File: src/swwd_pkg.sv
// constants for the power-down and watchdog supervisor
package swwd_pkg;
  // ---------------------------------------------------------------
  // register indexes on the plain register port
  // ---------------------------------------------------------------
  localparam logic [3:0] A_IRQ_CTL = 4'h0;
  localparam logic [3:0] A_IOC_A = 4'h1;
  localparam logic [3:0] A_IOC_B = 4'h2;
  localparam logic [3:0] A_PERIPH_IRQ_ENABLE_1 = 4'h3;
  localparam logic [3:0] A_PERIPH_IRQ_ENABLE_2 = 4'h4;
  localparam logic [3:0] A_PERIPH_IRQ_FLAGS_1 = 4'h5;
  localparam logic [3:0] A_PERIPH_IRQ_FLAGS_2 = 4'h6;
  localparam logic [3:0] A_STATUS = 4'h7;
  localparam logic [3:0] A_OPTION = 4'h8;
  localparam logic [3:0] A_FUSE_LO = 4'h9;
  localparam logic [3:0] A_FUSE_HI = 4'hA;
  // ---------------------------------------------------------------
  // field positions
  // ---------------------------------------------------------------
  localparam int B_GIE = 7;
  localparam int B_PERIPHERAL_IRQ_GATE = 6;
  localparam int B_T0IF = 2;
  localparam int B_INTE = 4;
  localparam int B_INTF = 1;
  localparam int B_IOCE = 3;
  localparam int B_IOCF = 0;
  localparam int B_ADC = 6;
  localparam int B_TMR1 = 0;
  localparam int B_TO = 4;
  localparam int B_PD = 3;
  localparam int B_INTEDG = 6;
  localparam int B_PSA = 3;
  localparam int B_WATCHDOG_CFG_ENABLE = 3;
  localparam int B_MCLRE = 5;
  // ---------------------------------------------------------------
  // reset values and implemented-bit masks
  // ---------------------------------------------------------------
  localparam logic [7:0] RST_ZERO = 8'h00;
  localparam logic [7:0] RST_STATUS = 8'h18;
  localparam logic [7:0] RST_OPTION = 8'hFF;
  localparam logic [7:0] MSK_PIN_CHANGE_ENABLE_PORT_B = 8'hF7;
  localparam logic [7:0] MSK_P1 = 8'h73;
  localparam logic [7:0] MSK_P2 = 8'hB2;
  localparam logic [7:0] MSK_STAT_WR = 8'hE7;
  localparam logic [1:0] FUSE_HI_PAD = 2'h3;
  // ---------------------------------------------------------------
  // timing
  // ---------------------------------------------------------------
  localparam int CLK_HZ = 100_000_000;
  localparam int WDT_PERIOD_MS = 18;
  localparam int WDT_CYCLES = WDT_PERIOD_MS * (CLK_HZ / 1000);
  localparam int PSC_W = 7;
  localparam logic [12:0] ISR_VECTOR = 13'h0004;
endpackage : swwd_pkg

File: src/swwd_top.sv
// power-down control and watchdog supervisor
//
// Operation
// - sleep instruction enters power-down unless interrupt pending
// - entry clears watchdog, clears powerdown, sets expiry
// - clocks, timer, converter and pins keep running
// - analog enables untouched by power-down
// - non-watchdog resets act same while asleep
// - wake on reset pin, power-on, watchdog, interrupts
// - pin/power-on reset; watchdog/interrupt continue
// - wake sources: async timer1, converter, pin-change, pin
// - next instruction prefetched during sleep instruction
// - interrupt wakes only if enabled; global ignored
// - after wake, run next then vector if global
// - watchdog cleared on every wake
// - pending enabled interrupt makes sleep a no-op
// - interrupt during sleep: complete, then wake at once
// - fuse bit enables watchdog; clear holds it cleared
// - expiry resets when awake, wakes when asleep
// - nominal 18 ms period, prescaler up to 1:128
// - clear and sleep instructions clear counter, and prescaler when assigned by PSA
// - expiry clears the expiry flag
// - prescaler ownership changeable by software any time
// - flags set regardless of enables
`timescale 1ns/100ps
`default_nettype none
module swwd_top
  import swwd_pkg::*;
#(
  parameter int WDT_LEN = WDT_CYCLES
) (
  // clock and reset
  input wire logic ref_clk,
  input wire logic rstn,
  // register port
  input wire logic [3:0] reg_addr,
  input wire logic [7:0] reg_wdata,
  input wire logic reg_wr,
  input wire logic reg_rd,
  output logic [7:0] reg_rdata,
  // core instruction decode
  input wire logic sleep_instr,
  input wire logic watchdog_clear_instr,
  input wire logic [13:0] device_fuse_word,
  // pins
  input wire logic external_reset_pin,
  input wire logic ext_irq_pin,
  input wire logic [7:0] pin_change_port_a,
  input wire logic [7:0] pin_change_port_b,
  // peripheral interrupt events
  input wire logic tmr0_ovf_evt,
  input wire logic [7:0] periph_evt_1,
  input wire logic [7:0] periph_evt_2,
  input wire logic tmr1_async,
  // core control
  output logic sleeping,
  output logic device_reset,
  output logic wake_resume,
  output logic wake_to_isr,
  output logic prefetch_next,
  output logic [12:0] isr_vector,
  output logic powerdown_flag_n,
  output logic watchdog_expiry_flag_n
);
  localparam int CNT_W = $clog2(WDT_LEN + 1);

  // ---------------------------------------------------------------
  // state
  // ---------------------------------------------------------------
  typedef struct packed {
    logic [7:0] irq_ctl;
    logic [7:0] ioc_a;
    logic [7:0] ioc_b;
    logic [7:0] periph_irq_enable_1;
    logic [7:0] periph_irq_enable_2;
    logic [7:0] periph_irq_flags_1;
    logic [7:0] periph_irq_flags_2;
    logic [7:0] stat;
    logic [7:0] opt;
    logic [7:0] rdata;
    logic [CNT_W-1:0] base_cnt;
    logic [PSC_W-1:0] psc;
    logic sleeping;
    logic dev_rst;
    logic wake;
    logic isr;
    logic prefetch;
    logic [2:0] int_sh;
    logic [1:0] xr_sh;
    logic [7:0] pa1;
    logic [7:0] pa2;
    logic [7:0] pa3;
    logic [7:0] pb1;
    logic [7:0] pb2;
    logic [7:0] pb3;
  } swwd_state_s;

  swwd_state_s q;
  swwd_state_s d;
  logic [1:0] rst_ff;
  logic rst_n_s;
  logic xrst;
  logic int_edge;
  logic ioc_hit;
  logic pend;
  logic wake_src;
  logic wdt_en;
  logic sleep_go;
  logic wdt_clr;
  logic base_tick;
  logic wdt_to;

  // ---------------------------------------------------------------
  // helpers
  // ---------------------------------------------------------------
  function automatic logic [PSC_W-1:0] psc_lim(input logic [2:0] ps);
    psc_lim = PSC_W'((8'h01 << ps) - 8'h01);
  endfunction : psc_lim

  function automatic logic irq_pend(input logic [7:0] ic, input logic [7:0] e1,
                                    input logic [7:0] e2, input logic [7:0] f1,
                                    input logic [7:0] f2);
    irq_pend = (|(ic[5:3] & ic[2:0])) | (ic[B_PERIPHERAL_IRQ_GATE] & ((|(e1 & f1)) | (|(e2 & f2))));
  endfunction : irq_pend

  // ---------------------------------------------------------------
  // reset release
  // ---------------------------------------------------------------
  always_ff @(posedge ref_clk or negedge rstn) begin
    if (!rstn) begin
      rst_ff <= 2'h0;
    end else begin
      rst_ff <= {rst_ff[0], 1'b1};
    end
  end
  assign rst_n_s = rst_ff[1];

  // ---------------------------------------------------------------
  // next state
  // ---------------------------------------------------------------
  always_comb begin
    d = q;
    // reset pin acts whether asleep or not
    xrst = ~q.xr_sh[1] & device_fuse_word[B_MCLRE];
    int_edge = q.opt[B_INTEDG] ? (q.int_sh[1] & ~q.int_sh[2]) : (~q.int_sh[1] & q.int_sh[2]);
    ioc_hit = (|((q.pa2 ^ q.pa3) & q.ioc_a)) | (|((q.pb2 ^ q.pb3) & q.ioc_b));
    pend = irq_pend(q.irq_ctl, q.periph_irq_enable_1, q.periph_irq_enable_2, q.periph_irq_flags_1, q.periph_irq_flags_2);
    // individual enables gate wake, global does not
    wake_src = (q.irq_ctl[B_INTE] & q.irq_ctl[B_INTF])
             | (q.irq_ctl[B_IOCE] & q.irq_ctl[B_IOCF])
             | (q.irq_ctl[B_PERIPHERAL_IRQ_GATE] & ((q.periph_irq_enable_1[B_ADC] & q.periph_irq_flags_1[B_ADC])
             | (tmr1_async & q.periph_irq_enable_1[B_TMR1] & q.periph_irq_flags_1[B_TMR1])));
    wdt_en = device_fuse_word[B_WATCHDOG_CFG_ENABLE];
    // pending enabled interrupt turns sleep into a no-op
    sleep_go = sleep_instr & ~q.sleeping & ~pend;
    // clear instruction and sleep entry clear the watchdog
    wdt_clr = watchdog_clear_instr | sleep_go | xrst | ~wdt_en;
    base_tick = q.base_cnt == CNT_W'(WDT_LEN - 1);
    // prescaler ratio chosen by power-of-two field
    wdt_to = ~wdt_clr & base_tick & (~q.opt[B_PSA] | (q.psc == psc_lim(q.opt[2:0])));

    // pin synchronisers
    d.int_sh = {q.int_sh[1:0], ext_irq_pin};
    d.xr_sh = {q.xr_sh[0], external_reset_pin};
    d.pa1 = pin_change_port_a;
    d.pa2 = q.pa1;
    d.pa3 = q.pa2;
    d.pb1 = pin_change_port_b;
    d.pb2 = q.pb1;
    d.pb3 = q.pb2;

    d.dev_rst = xrst;
    d.wake = 1'b0;
    d.isr = 1'b0;
    d.prefetch = 1'b0;
    d.rdata = RST_ZERO;

    // register writes
    if (reg_wr) begin
      case (reg_addr)
        A_IRQ_CTL: d.irq_ctl = reg_wdata;
        A_IOC_A: d.ioc_a = reg_wdata;
        A_IOC_B: d.ioc_b = reg_wdata & MSK_PIN_CHANGE_ENABLE_PORT_B;
        A_PERIPH_IRQ_ENABLE_1: d.periph_irq_enable_1 = reg_wdata & MSK_P1;
        A_PERIPH_IRQ_ENABLE_2: d.periph_irq_enable_2 = reg_wdata & MSK_P2;
        A_PERIPH_IRQ_FLAGS_1: d.periph_irq_flags_1 = reg_wdata & MSK_P1;
        A_PERIPH_IRQ_FLAGS_2: d.periph_irq_flags_2 = reg_wdata & MSK_P2;
        // flag bits of status stay hardware-owned
        A_STATUS: d.stat = (reg_wdata & MSK_STAT_WR) | (q.stat & ~MSK_STAT_WR);
        // ownership bit may change at any time
        A_OPTION: d.opt = reg_wdata;
        default: d.opt = d.opt;
      endcase
    end

    // register reads, answered next cycle
    if (reg_rd) begin
      case (reg_addr)
        A_IRQ_CTL: d.rdata = q.irq_ctl;
        A_IOC_A: d.rdata = q.ioc_a;
        A_IOC_B: d.rdata = q.ioc_b;
        A_PERIPH_IRQ_ENABLE_1: d.rdata = q.periph_irq_enable_1;
        A_PERIPH_IRQ_ENABLE_2: d.rdata = q.periph_irq_enable_2;
        A_PERIPH_IRQ_FLAGS_1: d.rdata = q.periph_irq_flags_1;
        A_PERIPH_IRQ_FLAGS_2: d.rdata = q.periph_irq_flags_2;
        A_STATUS: d.rdata = q.stat;
        A_OPTION: d.rdata = q.opt;
        A_FUSE_LO: d.rdata = device_fuse_word[7:0];
        A_FUSE_HI: d.rdata = {FUSE_HI_PAD, device_fuse_word[13:8]};
        default: d.rdata = RST_ZERO;
      endcase
    end

    // flags set regardless of enables; set beats clear
    d.irq_ctl[B_T0IF] = d.irq_ctl[B_T0IF] | tmr0_ovf_evt;
    d.irq_ctl[B_INTF] = d.irq_ctl[B_INTF] | int_edge;
    d.irq_ctl[B_IOCF] = d.irq_ctl[B_IOCF] | ioc_hit;
    d.periph_irq_flags_1 = (d.periph_irq_flags_1 | periph_evt_1) & MSK_P1;
    d.periph_irq_flags_2 = (d.periph_irq_flags_2 | periph_evt_2) & MSK_P2;

    if (wdt_clr) begin
      d.base_cnt = '0;
      if (q.opt[B_PSA] | ~wdt_en) begin
        d.psc = '0;
      end
    end else if (base_tick) begin
      d.base_cnt = '0;
      if (q.opt[B_PSA]) begin
        d.psc = wdt_to ? '0 : q.psc + 1'b1;
      end
    end else begin
      d.base_cnt = q.base_cnt + 1'b1;
    end

    if (wdt_to) begin
      d.stat[B_TO] = 1'b0;
      // awake expiry is a device reset
      if (!q.sleeping) begin
        d.dev_rst = 1'b1;
      end
    end

    // reset pin resets; other wakes resume execution
    if (xrst) begin
      d.sleeping = 1'b0;
    end else if (q.sleeping) begin
      // wake on watchdog or enabled interrupt
      if (wake_src | wdt_to) begin
        d.sleeping = 1'b0;
        d.wake = 1'b1;
        // vector only for interrupt wake with global set
        d.isr = wake_src & q.irq_ctl[B_GIE];
        d.base_cnt = '0;
        if (q.opt[B_PSA]) begin
          d.psc = '0;
        end
      end
    end else if (sleep_instr) begin
      // core fetches the following word meanwhile
      d.prefetch = 1'b1;
      // no-op keeps counters and flags untouched
      if (!pend) begin
        // entry sets flags; counters cleared above
        // a flag set now wakes on the next cycle
        // no clock or pin gating here, so all keep running
        // analog enables have no path from this logic
        d.sleeping = 1'b1;
        d.stat[B_PD] = 1'b0;
        d.stat[B_TO] = 1'b1;
      end
    end
  end

  // ---------------------------------------------------------------
  // state register
  // ---------------------------------------------------------------
  always_ff @(posedge ref_clk or negedge rst_n_s) begin
    if (!rst_n_s) begin
      q <= '0;
      // reset pin idles high, so its synchroniser starts high to avoid a false reset
      q.xr_sh <= 2'h3;
      q.stat <= RST_STATUS;
      q.opt <= RST_OPTION;
    end else begin
      q <= d;
    end
  end

  assign reg_rdata = q.rdata;
  assign sleeping = q.sleeping;
  assign device_reset = q.dev_rst;
  assign wake_resume = q.wake;
  assign wake_to_isr = q.isr;
  assign prefetch_next = q.prefetch;
  assign isr_vector = ISR_VECTOR;
  assign powerdown_flag_n = q.stat[B_PD];
  assign watchdog_expiry_flag_n = q.stat[B_TO];
endmodule : swwd_top
`default_nettype wire

File: config.mk
export PLATFORM = sky130hd
export DESIGN_NAME = swwd_top
export DESIGN_NICKNAME = d
export VERILOG_FILES = /design/src/swwd_pkg.sv /design/src/swwd_top.sv
export SDC_FILE = /design/constraint.sdc
export NUM_CORES = 1
export LEC_CHECK = 0
export ABC_AREA = 1
export BUFFER_PORTS_ARGS = -buffer_cell sky130_fd_sc_hd__buf_2
export CAP_MARGIN = 10
export CELL_PAD_IN_SITES_DETAIL_PLACEMENT = 0
export CELL_PAD_IN_SITES_GLOBAL_PLACEMENT = 2
export CORE_MARGIN = 4
export CORE_UTILIZATION = 35
export CTS_CLUSTER_DIAMETER = 100
export DETAILED_ROUTE_END_ITERATION = 7
export GPL_TIMING_DRIVEN = 0
export PLACE_DENSITY_LB_ADDON = 0.2
export SETUP_SLACK_MARGIN = 0.3
export SKIP_LAST_GASP = 1
export SYNTH_ARGS = -nofsm -noshare
export SYNTH_HDL_FRONTEND = slang
export SYNTH_SLANG_ARGS = --single-unit
File: constraint.sdc
create_clock -name ref_clk -period 5.1 [get_ports ref_clk]
set_input_delay 0 -clock ref_clk [delete_from_list [all_inputs] [get_ports ref_clk]]
set_output_delay 0 -clock ref_clk [all_outputs]
set_load 0.02 [all_outputs]
==> results of run 1 <==
-- metal layers --
layer / global-route usage [%] / vias up
met5: 0 / -
met4: 4.31 / 0
met3: 3.56 / 11
met2: 30.7 / 122
met1: 25.6 / 2885
li1: - / 3019
-- Yosys cell counts, drive strengths merged, types with 12 or more instances --
| cell | n | area, µm² |
|---|---|---|
| a21oi | 42 | 210 |
| a221oi | 13 | 114 |
| buf | 33 | 246 |
| dfrtp | 138 | 3450 |
| dfstp | 12 | 315 |
| inv | 93 | 349 |
| nand2 | 228 | 878 |
| nand3 | 64 | 355 |
| nand4 | 19 | 119 |
| nor2 | 67 | 299 |
| o21ai | 72 | 360 |
| xor2 | 12 | 105 |
-- state kept, by name, indices dropped and copies added (netlist names) --
| register | flops |
|---|---|
| reg_rdata | 8 |
| rst_ff | 2 |
| q | 100 |
| wake_to_isr | 1 |
| watchdog_expiry_flag_n | 1 |
| sleeping | 1 |
| d | 33 |
| prefetch_next | 1 |
| wake_resume | 1 |
| device_reset | 1 |
| powerdown_flag_n | 1 |
-- power breakdown --
group / internal [mW] / total (mW) / switching (mW)
Sequential: 1.31 / 1.39 / 0.0849
Combinational: 0.173 / 0.432 / 0.258
Clock: 0.703 / 1.29 / 0.587
-- worst min-delay path by stage --
stage                  from                  end  slack [ns]  cells after the start
6_report       reg_wdata[7]   q[101]$_DFFE_PN1P_        0.03                      3
5_1_grt        reg_wdata[0]   q[150]$_DFFE_PN0P_        0.04                      3
4_1_cts        reg_wdata[7]   q[101]$_DFFE_PN1P_        0.01                      3
3_5_place_dp           rstn  rst_ff[1]$_DFF_PN0_       -0.21                      1
3_3_place_gp           rstn  rst_ff[0]$_DFF_PN0_       -0.21                      1
2_1_floorplan          rstn  rst_ff[0]$_DFF_PN0_       -0.30                      0
-- stage by stage --
step	setup WS, ns	util, %	std cells	hold slack, ns	power (mW)
floorplan	0.632	-	852	-0.296	1.67
global placement	-1.39	39.8	1190	-0.214	1.82
detailed placement	2.94	40.1	1192	-0.207	1.83
CTS	2.92	45.4	1269	0.00998	3.16
global route	2.73	45.4	1269	0.0438	3.27
finish	2.93	45.4	1269	0.0299	3.11
-- worst max-delay path, stage by stage (launching register included) --
cell     delay, ns
dfrtp_1       0.42
ha_1          0.29
nand2_2       0.11
nor2_4        0.20
nand4_1       0.17
nor2_2        0.27
inv_1         0.14
buf_2         0.23
nand4_1       0.15
a21oi_1       0.05
-- area by class of cell --
cell class	instances	area (µm²)	share of cell area (%)
flip-flops and latches	150	3770	42.0
multi-input cells	570	2790	31.1
repair buffers	120	871	9.69
clock buffers	17	425	4.73
inverters	94	353	3.92
well taps	265	332	3.69
plain buffers	38	265	2.95
clock inverters	15	178	1.98
-- repair_timing --
item / in CTS / in global routing
resized for setup: 0 / 0
hold endpoints to repair: 48 / 0
hold buffers: 45 / 0
-- cell families after synthesis --
logic type / synth area share [%]
AND/OR/NAND/NOR: 25.0
flip-flops: 52.8
AO/OA/AOI/OAI: 11.6
buffers and inverters: 8.66
XOR/XNOR: 1.47
adder cells (fa/ha/maj): 0.351
other: 0.105
-- layout by cell type (no fill, tap or decap), types with 3 or more instances in the layout --
cell / count
nand3_1: 60
dfrtp_1: 137
nand2_2: 6
buf_4: 25
buf_2: 78
inv_6: 6
conb_1: 14
xor2_1: 12
nor3_1: 6
o22ai_1: 3
inv_1: 87
dlygate4sd3_1: 45
nor2_4: 4
nand2_1: 221
o21ai_0: 59
o21ai_1: 13
clkbuf_16: 17
inv_2: 6
a31oi_1: 3
a21oi_1: 42
dfstp_2: 12
a221oi_1: 13
nand3b_1: 3
nor2_1: 56
clkinv_8: 3
clkbuf_1: 5
inv_8: 3
buf_6: 3
nor2_2: 7
nand4_1: 19
or2_2: 6
==> reports/metrics.cfg, run 1 <==
[outcome]
status=finished clean

[floorplan]
row_count=51
start_util_pct=36.1
die_w_um=151
dieArea_um2=22700
die_h_um=151
ioPinCount=96
coreArea_um2=19800

[layout]
diodes=0
nets=1061
fin_area_um2=8990
fillers=2033
syn_to_final_growth_pct=26.0
drive_above_1_share_pct=19.0

[route]
drcViolationCount=0
vias=6037
wl_met3_um=788
drtIter0Drc=280
wl_met1_um=9440
top_layer=met4
wl_per_cell_um=16.0
dr.pass1.iters=5
via_per_inst=4.76
routed_wl_um=20300
met2WireLength_um=9870
postRouteAntennaNets=0

[pwr]
leakage_nw=4.33
powerDensity_nw_per_um2=346
ir_drop_v=0.000205

[clock_network]
cts-htree-levels=4
insertion_delay_ns=0.42
cts.sinks=150
post_cts_buffers=0
cts_tree=built
cts_buffer_depth=2
clk_pin_slew_ns=0.07
cts_buffers=17
clock-root-buffer=clkbuf_16

[logic_synthesis]
synth_cells=840
yosys_warnings=0
synth.distinct_cells=45
seq_area_frac_synth_pct=52.8
synth-seq-cells=150
synth_edf_count=0
syn_area_um2=7140
avgSynthCellArea_um2=8.49
synth-async-reset-ratio_pct=100
synth_flop_cell=dfrtp_1

[place]
dp_hpwl_um=15000
dpl_cell_area_um2=7940
io_buffers=73
place.gp.congestion=0.826

[setup_path]
cp-end-kind=register
cp_data_required_time_ns=5.39
arrival_ns=2.46
cp-startpoint=q[65]$_DFF_PN0_
critPathLaunchType=register
rr_endpoint=q[79]$_DFF_PN0_
crit_path_end=q[79]$_DFF_PN0_
reg2reg_from=q[65]$_DFF_PN0_
r2r_cells=9
r2r_setup_slack_ns=2.93
worstSetupPathType=register to register
cp_max_fo=10

[sta]
finalSetupTns_ns=0
final_hold_viol_count=0
fmax_ghz=0.460
clock_skew_ns=0.0132
period_needed_ns=2.17
setup_viol_count_final=0
slew_viol_final=0
rsz0062_at_grt=false
fin_crit_sh_pct=42.6
tightest_slew_ns=0.551
relSlewSlack_pct=63.3

[global_routing]
grt_pass1_wl_um=32700
grt_pass1_vias=6040
grt_overflow_total=0
antenna_found_initial=0
grt_usage_pct=18.6
grt_max_degree=59

[job]
max_cap_violations=0

[hold_path]
hold_path.class=input port to register

Power figures use the tool's default switching activity.
==> run 2, diff against run 1 <==
--- a/config.mk
+++ b/config.mk
@@ -5,13 +5,13 @@
 export SDC_FILE = /design/constraint.sdc
 export NUM_CORES = 1
 export LEC_CHECK = 0
-export ABC_AREA = 1
+export ABC_AREA = 0
 export BUFFER_PORTS_ARGS = -buffer_cell sky130_fd_sc_hd__buf_2
 export CAP_MARGIN = 10
 export CELL_PAD_IN_SITES_DETAIL_PLACEMENT = 0
 export CELL_PAD_IN_SITES_GLOBAL_PLACEMENT = 2
 export CORE_MARGIN = 4
-export CORE_UTILIZATION = 35
+export CORE_UTILIZATION = 34
 export CTS_CLUSTER_DIAMETER = 100
 export DETAILED_ROUTE_END_ITERATION = 7
 export GPL_TIMING_DRIVEN = 0
==> constraint.sdc (replaced) <==
create_clock -name ref_clk -period 1.9 [get_ports ref_clk]
set_input_delay 0 -clock ref_clk [delete_from_list [all_inputs] [get_ports ref_clk]]
set_output_delay 0 -clock ref_clk [all_outputs]
set_load 0.02 [all_outputs]
==> run 2 against run 1 <==
The flow now finishes with violations (setup timing). Synthesized area decreased by 5.6%. Cell count is 19% lower. Design area decreased by 2.8%. Synthesized cell count is 30% lower. Sequential power grew to 2.7 times the previous value. Clock power up 140%. Largest cell class unchanged. Combinational power rose to 2.8 times the previous value. Sequential share of layout area increased by 1.3 points. Via count decreased by 16%. Routed wire length down 10%.
==> reports/metrics.cfg, run 2 <==
[outcome]
status=complete, but fails checks
violations=setup timing

[global_routing]
antenna_found_initial=0
grt_usage_pct=17.0
grt_pass1_vias=5257
grt_overflow_total=0
grt_pass1_wl_um=28900
grt_max_degree=71

[pwr]
switching_share_pct=28.3
powerDensity_nw_per_um2=935
intPower_mw=5.85
ir_drop_v=0.000556
pwr-share-clk_pct=38.4
p_total_mw=8.17
switching_power_mw=2.31
power_frac_seq_pct=46.7
leakage_nw=3.72
combPwrFrac_pct=15.0

[logic_synthesis]
synth.distinct_cells=62
synth_flop_cell=dfrtp_1
synth-seq-cells=150
synthTopCellsByCount=dfrtp_1, mux2_2, nor2_1
synth_cells=588
avgSynthCellArea_um2=11.5
synth_edf_count=0
yosysMostFrequentCell=dfrtp_1
syn_area_um2=6740
seq_area_frac_synth_pct=55.9
netlist.area_leader.share_pct=51.3
synth-async-reset-ratio_pct=100
netlist_top_cells_area=dfrtp_1, mux2_2, dfstp_2, xor2_1, nor2_1
yosys_warnings=0
yosys.area.top_type=dfrtp_1

[clock_network]
cts.sinks=150
clk_pin_slew_ns=0.06
insertion_delay_ns=0.43
cts_tree=built
cts_buffer_depth=2
cts_buffers=17
clock-root-buffer=clkbuf_16
cts-htree-levels=4

[route]
via_per_inst=4.96
wl_per_cell_um=17.8
postRouteAntennaNets=0
drtIter0Drc=362
routed_wl_um=18200
vias=5068
drcViolationCount=0
dr.pass1.iters=5

[sta]
slew_viol_final=0
holdWs_ns=0.0232
relSlewSlack_pct=49.8
fin_crit_sh_pct=116
period_needed_ns=2.21
fin_ws_ns=-0.306
fmax_ghz=0.453
clock_skew_ns=0.00952
final_hold_viol_count=0
finalSetupTns_ns=-2.54
tightest_slew_ns=0.753
rsz0062_at_grt=true
setup_viol_count_final=31

[layout]
stdcell_count=1022
layout_commonest_cell=dfrtp_1
fin_area_um2=8730
diodes=0
nets=815
seq_area_um2=3770
largest_register_ffs=100
multiInputGateArea_um2=2890
fillers=1834
top_register=q
post-route-util_pct=44.9
layout_common_cells=dfrtp_1, buf_2, mux2_2
drive_above_1_share_pct=31.2
syn_to_final_growth_pct=29.6

[setup_path]
critPathLaunchType=register
worstSetupPathType=register to register
cp_data_required_time_ns=2.21
cp-end-kind=register
arrival_ns=2.52
cp_max_fo=6

[floorplan]
start_util_pct=34.6
row_count=51
coreArea_um2=19500
die_w_um=149
ioPinCount=96
dieArea_um2=22100
die_h_um=149

[place]
io_buffers=71
dpl_cell_area_um2=7540
dpl_worst_slack_ns=-0.405
dp_hpwl_um=12900
dp_cells=938
place.gp.congestion=0.870

[hold_path]
hold_path.class=input port to register

[job]
max_cap_violations=0

## run 2: path summary, 6_finish.rpt
kind                            slack, ns           startpoint  cells after the start                       to
worst min-delay path                 0.02          sleep_instr                      3  prefetch_next$_DFF_PN0_
worst max register to register      -0.31    q[95]$_DFFE_PN1P_                      6       sleeping$_DFF_PN0_
worst max-delay path                -0.31    q[95]$_DFFE_PN1P_                      6       sleeping$_DFF_PN0_
min in group asynchronous            0.18  rst_ff[1]$_DFF_PN0_                      0          d[35]$_DFF_PN0_
max in group asynchronous            1.07  rst_ff[1]$_DFF_PN0_                      1          q[49]$_DFF_PN1_
worst min register to register       0.18  rst_ff[1]$_DFF_PN0_                      0          d[35]$_DFF_PN0_
## run 2: repair_timing
| item | in CTS | in global routing |
|---|---|---|
| hold endpoints to repair | 50 | 1 |
| hold buffers | 36 | 1 |
| resized for setup | 17 | 19 |
| buffers inserted | 7 | 9 |
| setup endpoints to repair | 42 | 51 |
| pin swaps | 5 | 8 |
## run 2: layer usage
metal  part of all wire [%]  routed length (µm)  track usage (%)  vias up
met5                      0                   0                0        -
met4                    2.7                 500             6.45        0
met3                    5.5                1000             4.53       33
met2                     46                8350             26.1      139
met1                     46                8340             23.3     2489
li1                       -                   -                -     2407
## run 2: final cells by class
cell class / count / area share [%]
plain buffers: 42 / 2.99
clock buffers: 18 / 4.91
clock inverters: 13 / 1.30
inverters: 8 / 0.344
multi-input cells: 400 / 33.1
flip-flops and latches: 150 / 43.2
well taps: 265 / 3.80
repair buffers: 126 / 10.3
## run 2: critical path, stage by stage, from the launching register on
cell	delay, ns
dfstp_2	0.58
nor4b_1	0.06
a221o_1	0.26
a221o_1	0.28
or3_4	0.39
a211o_1	0.32
a41o_1	0.19
## run 2: power by group through the flow
stage	Clock, mW	Sequential, mW	Combinational (mW)
detailed placement	0	3.87	1.06
CTS	3.24	3.81	1.20
finish	3.13	3.81	1.22
floorplan	0	3.80	0.700
global route	3.37	3.85	1.35
global placement	0	3.92	0.979
## run 2: logic make-up after synthesis
logic type	after synthesis	share of synthesized area, %
flip-flops	150	55.9
adder cells (fa/ha/maj)	2	0.371
other	2	0.111
XOR/XNOR	33	4.29
AND/OR/NAND/NOR	181	13.6
buffers and inverters	50	3.96
multiplexers	59	9.88
AO/OA/AOI/OAI	111	11.9
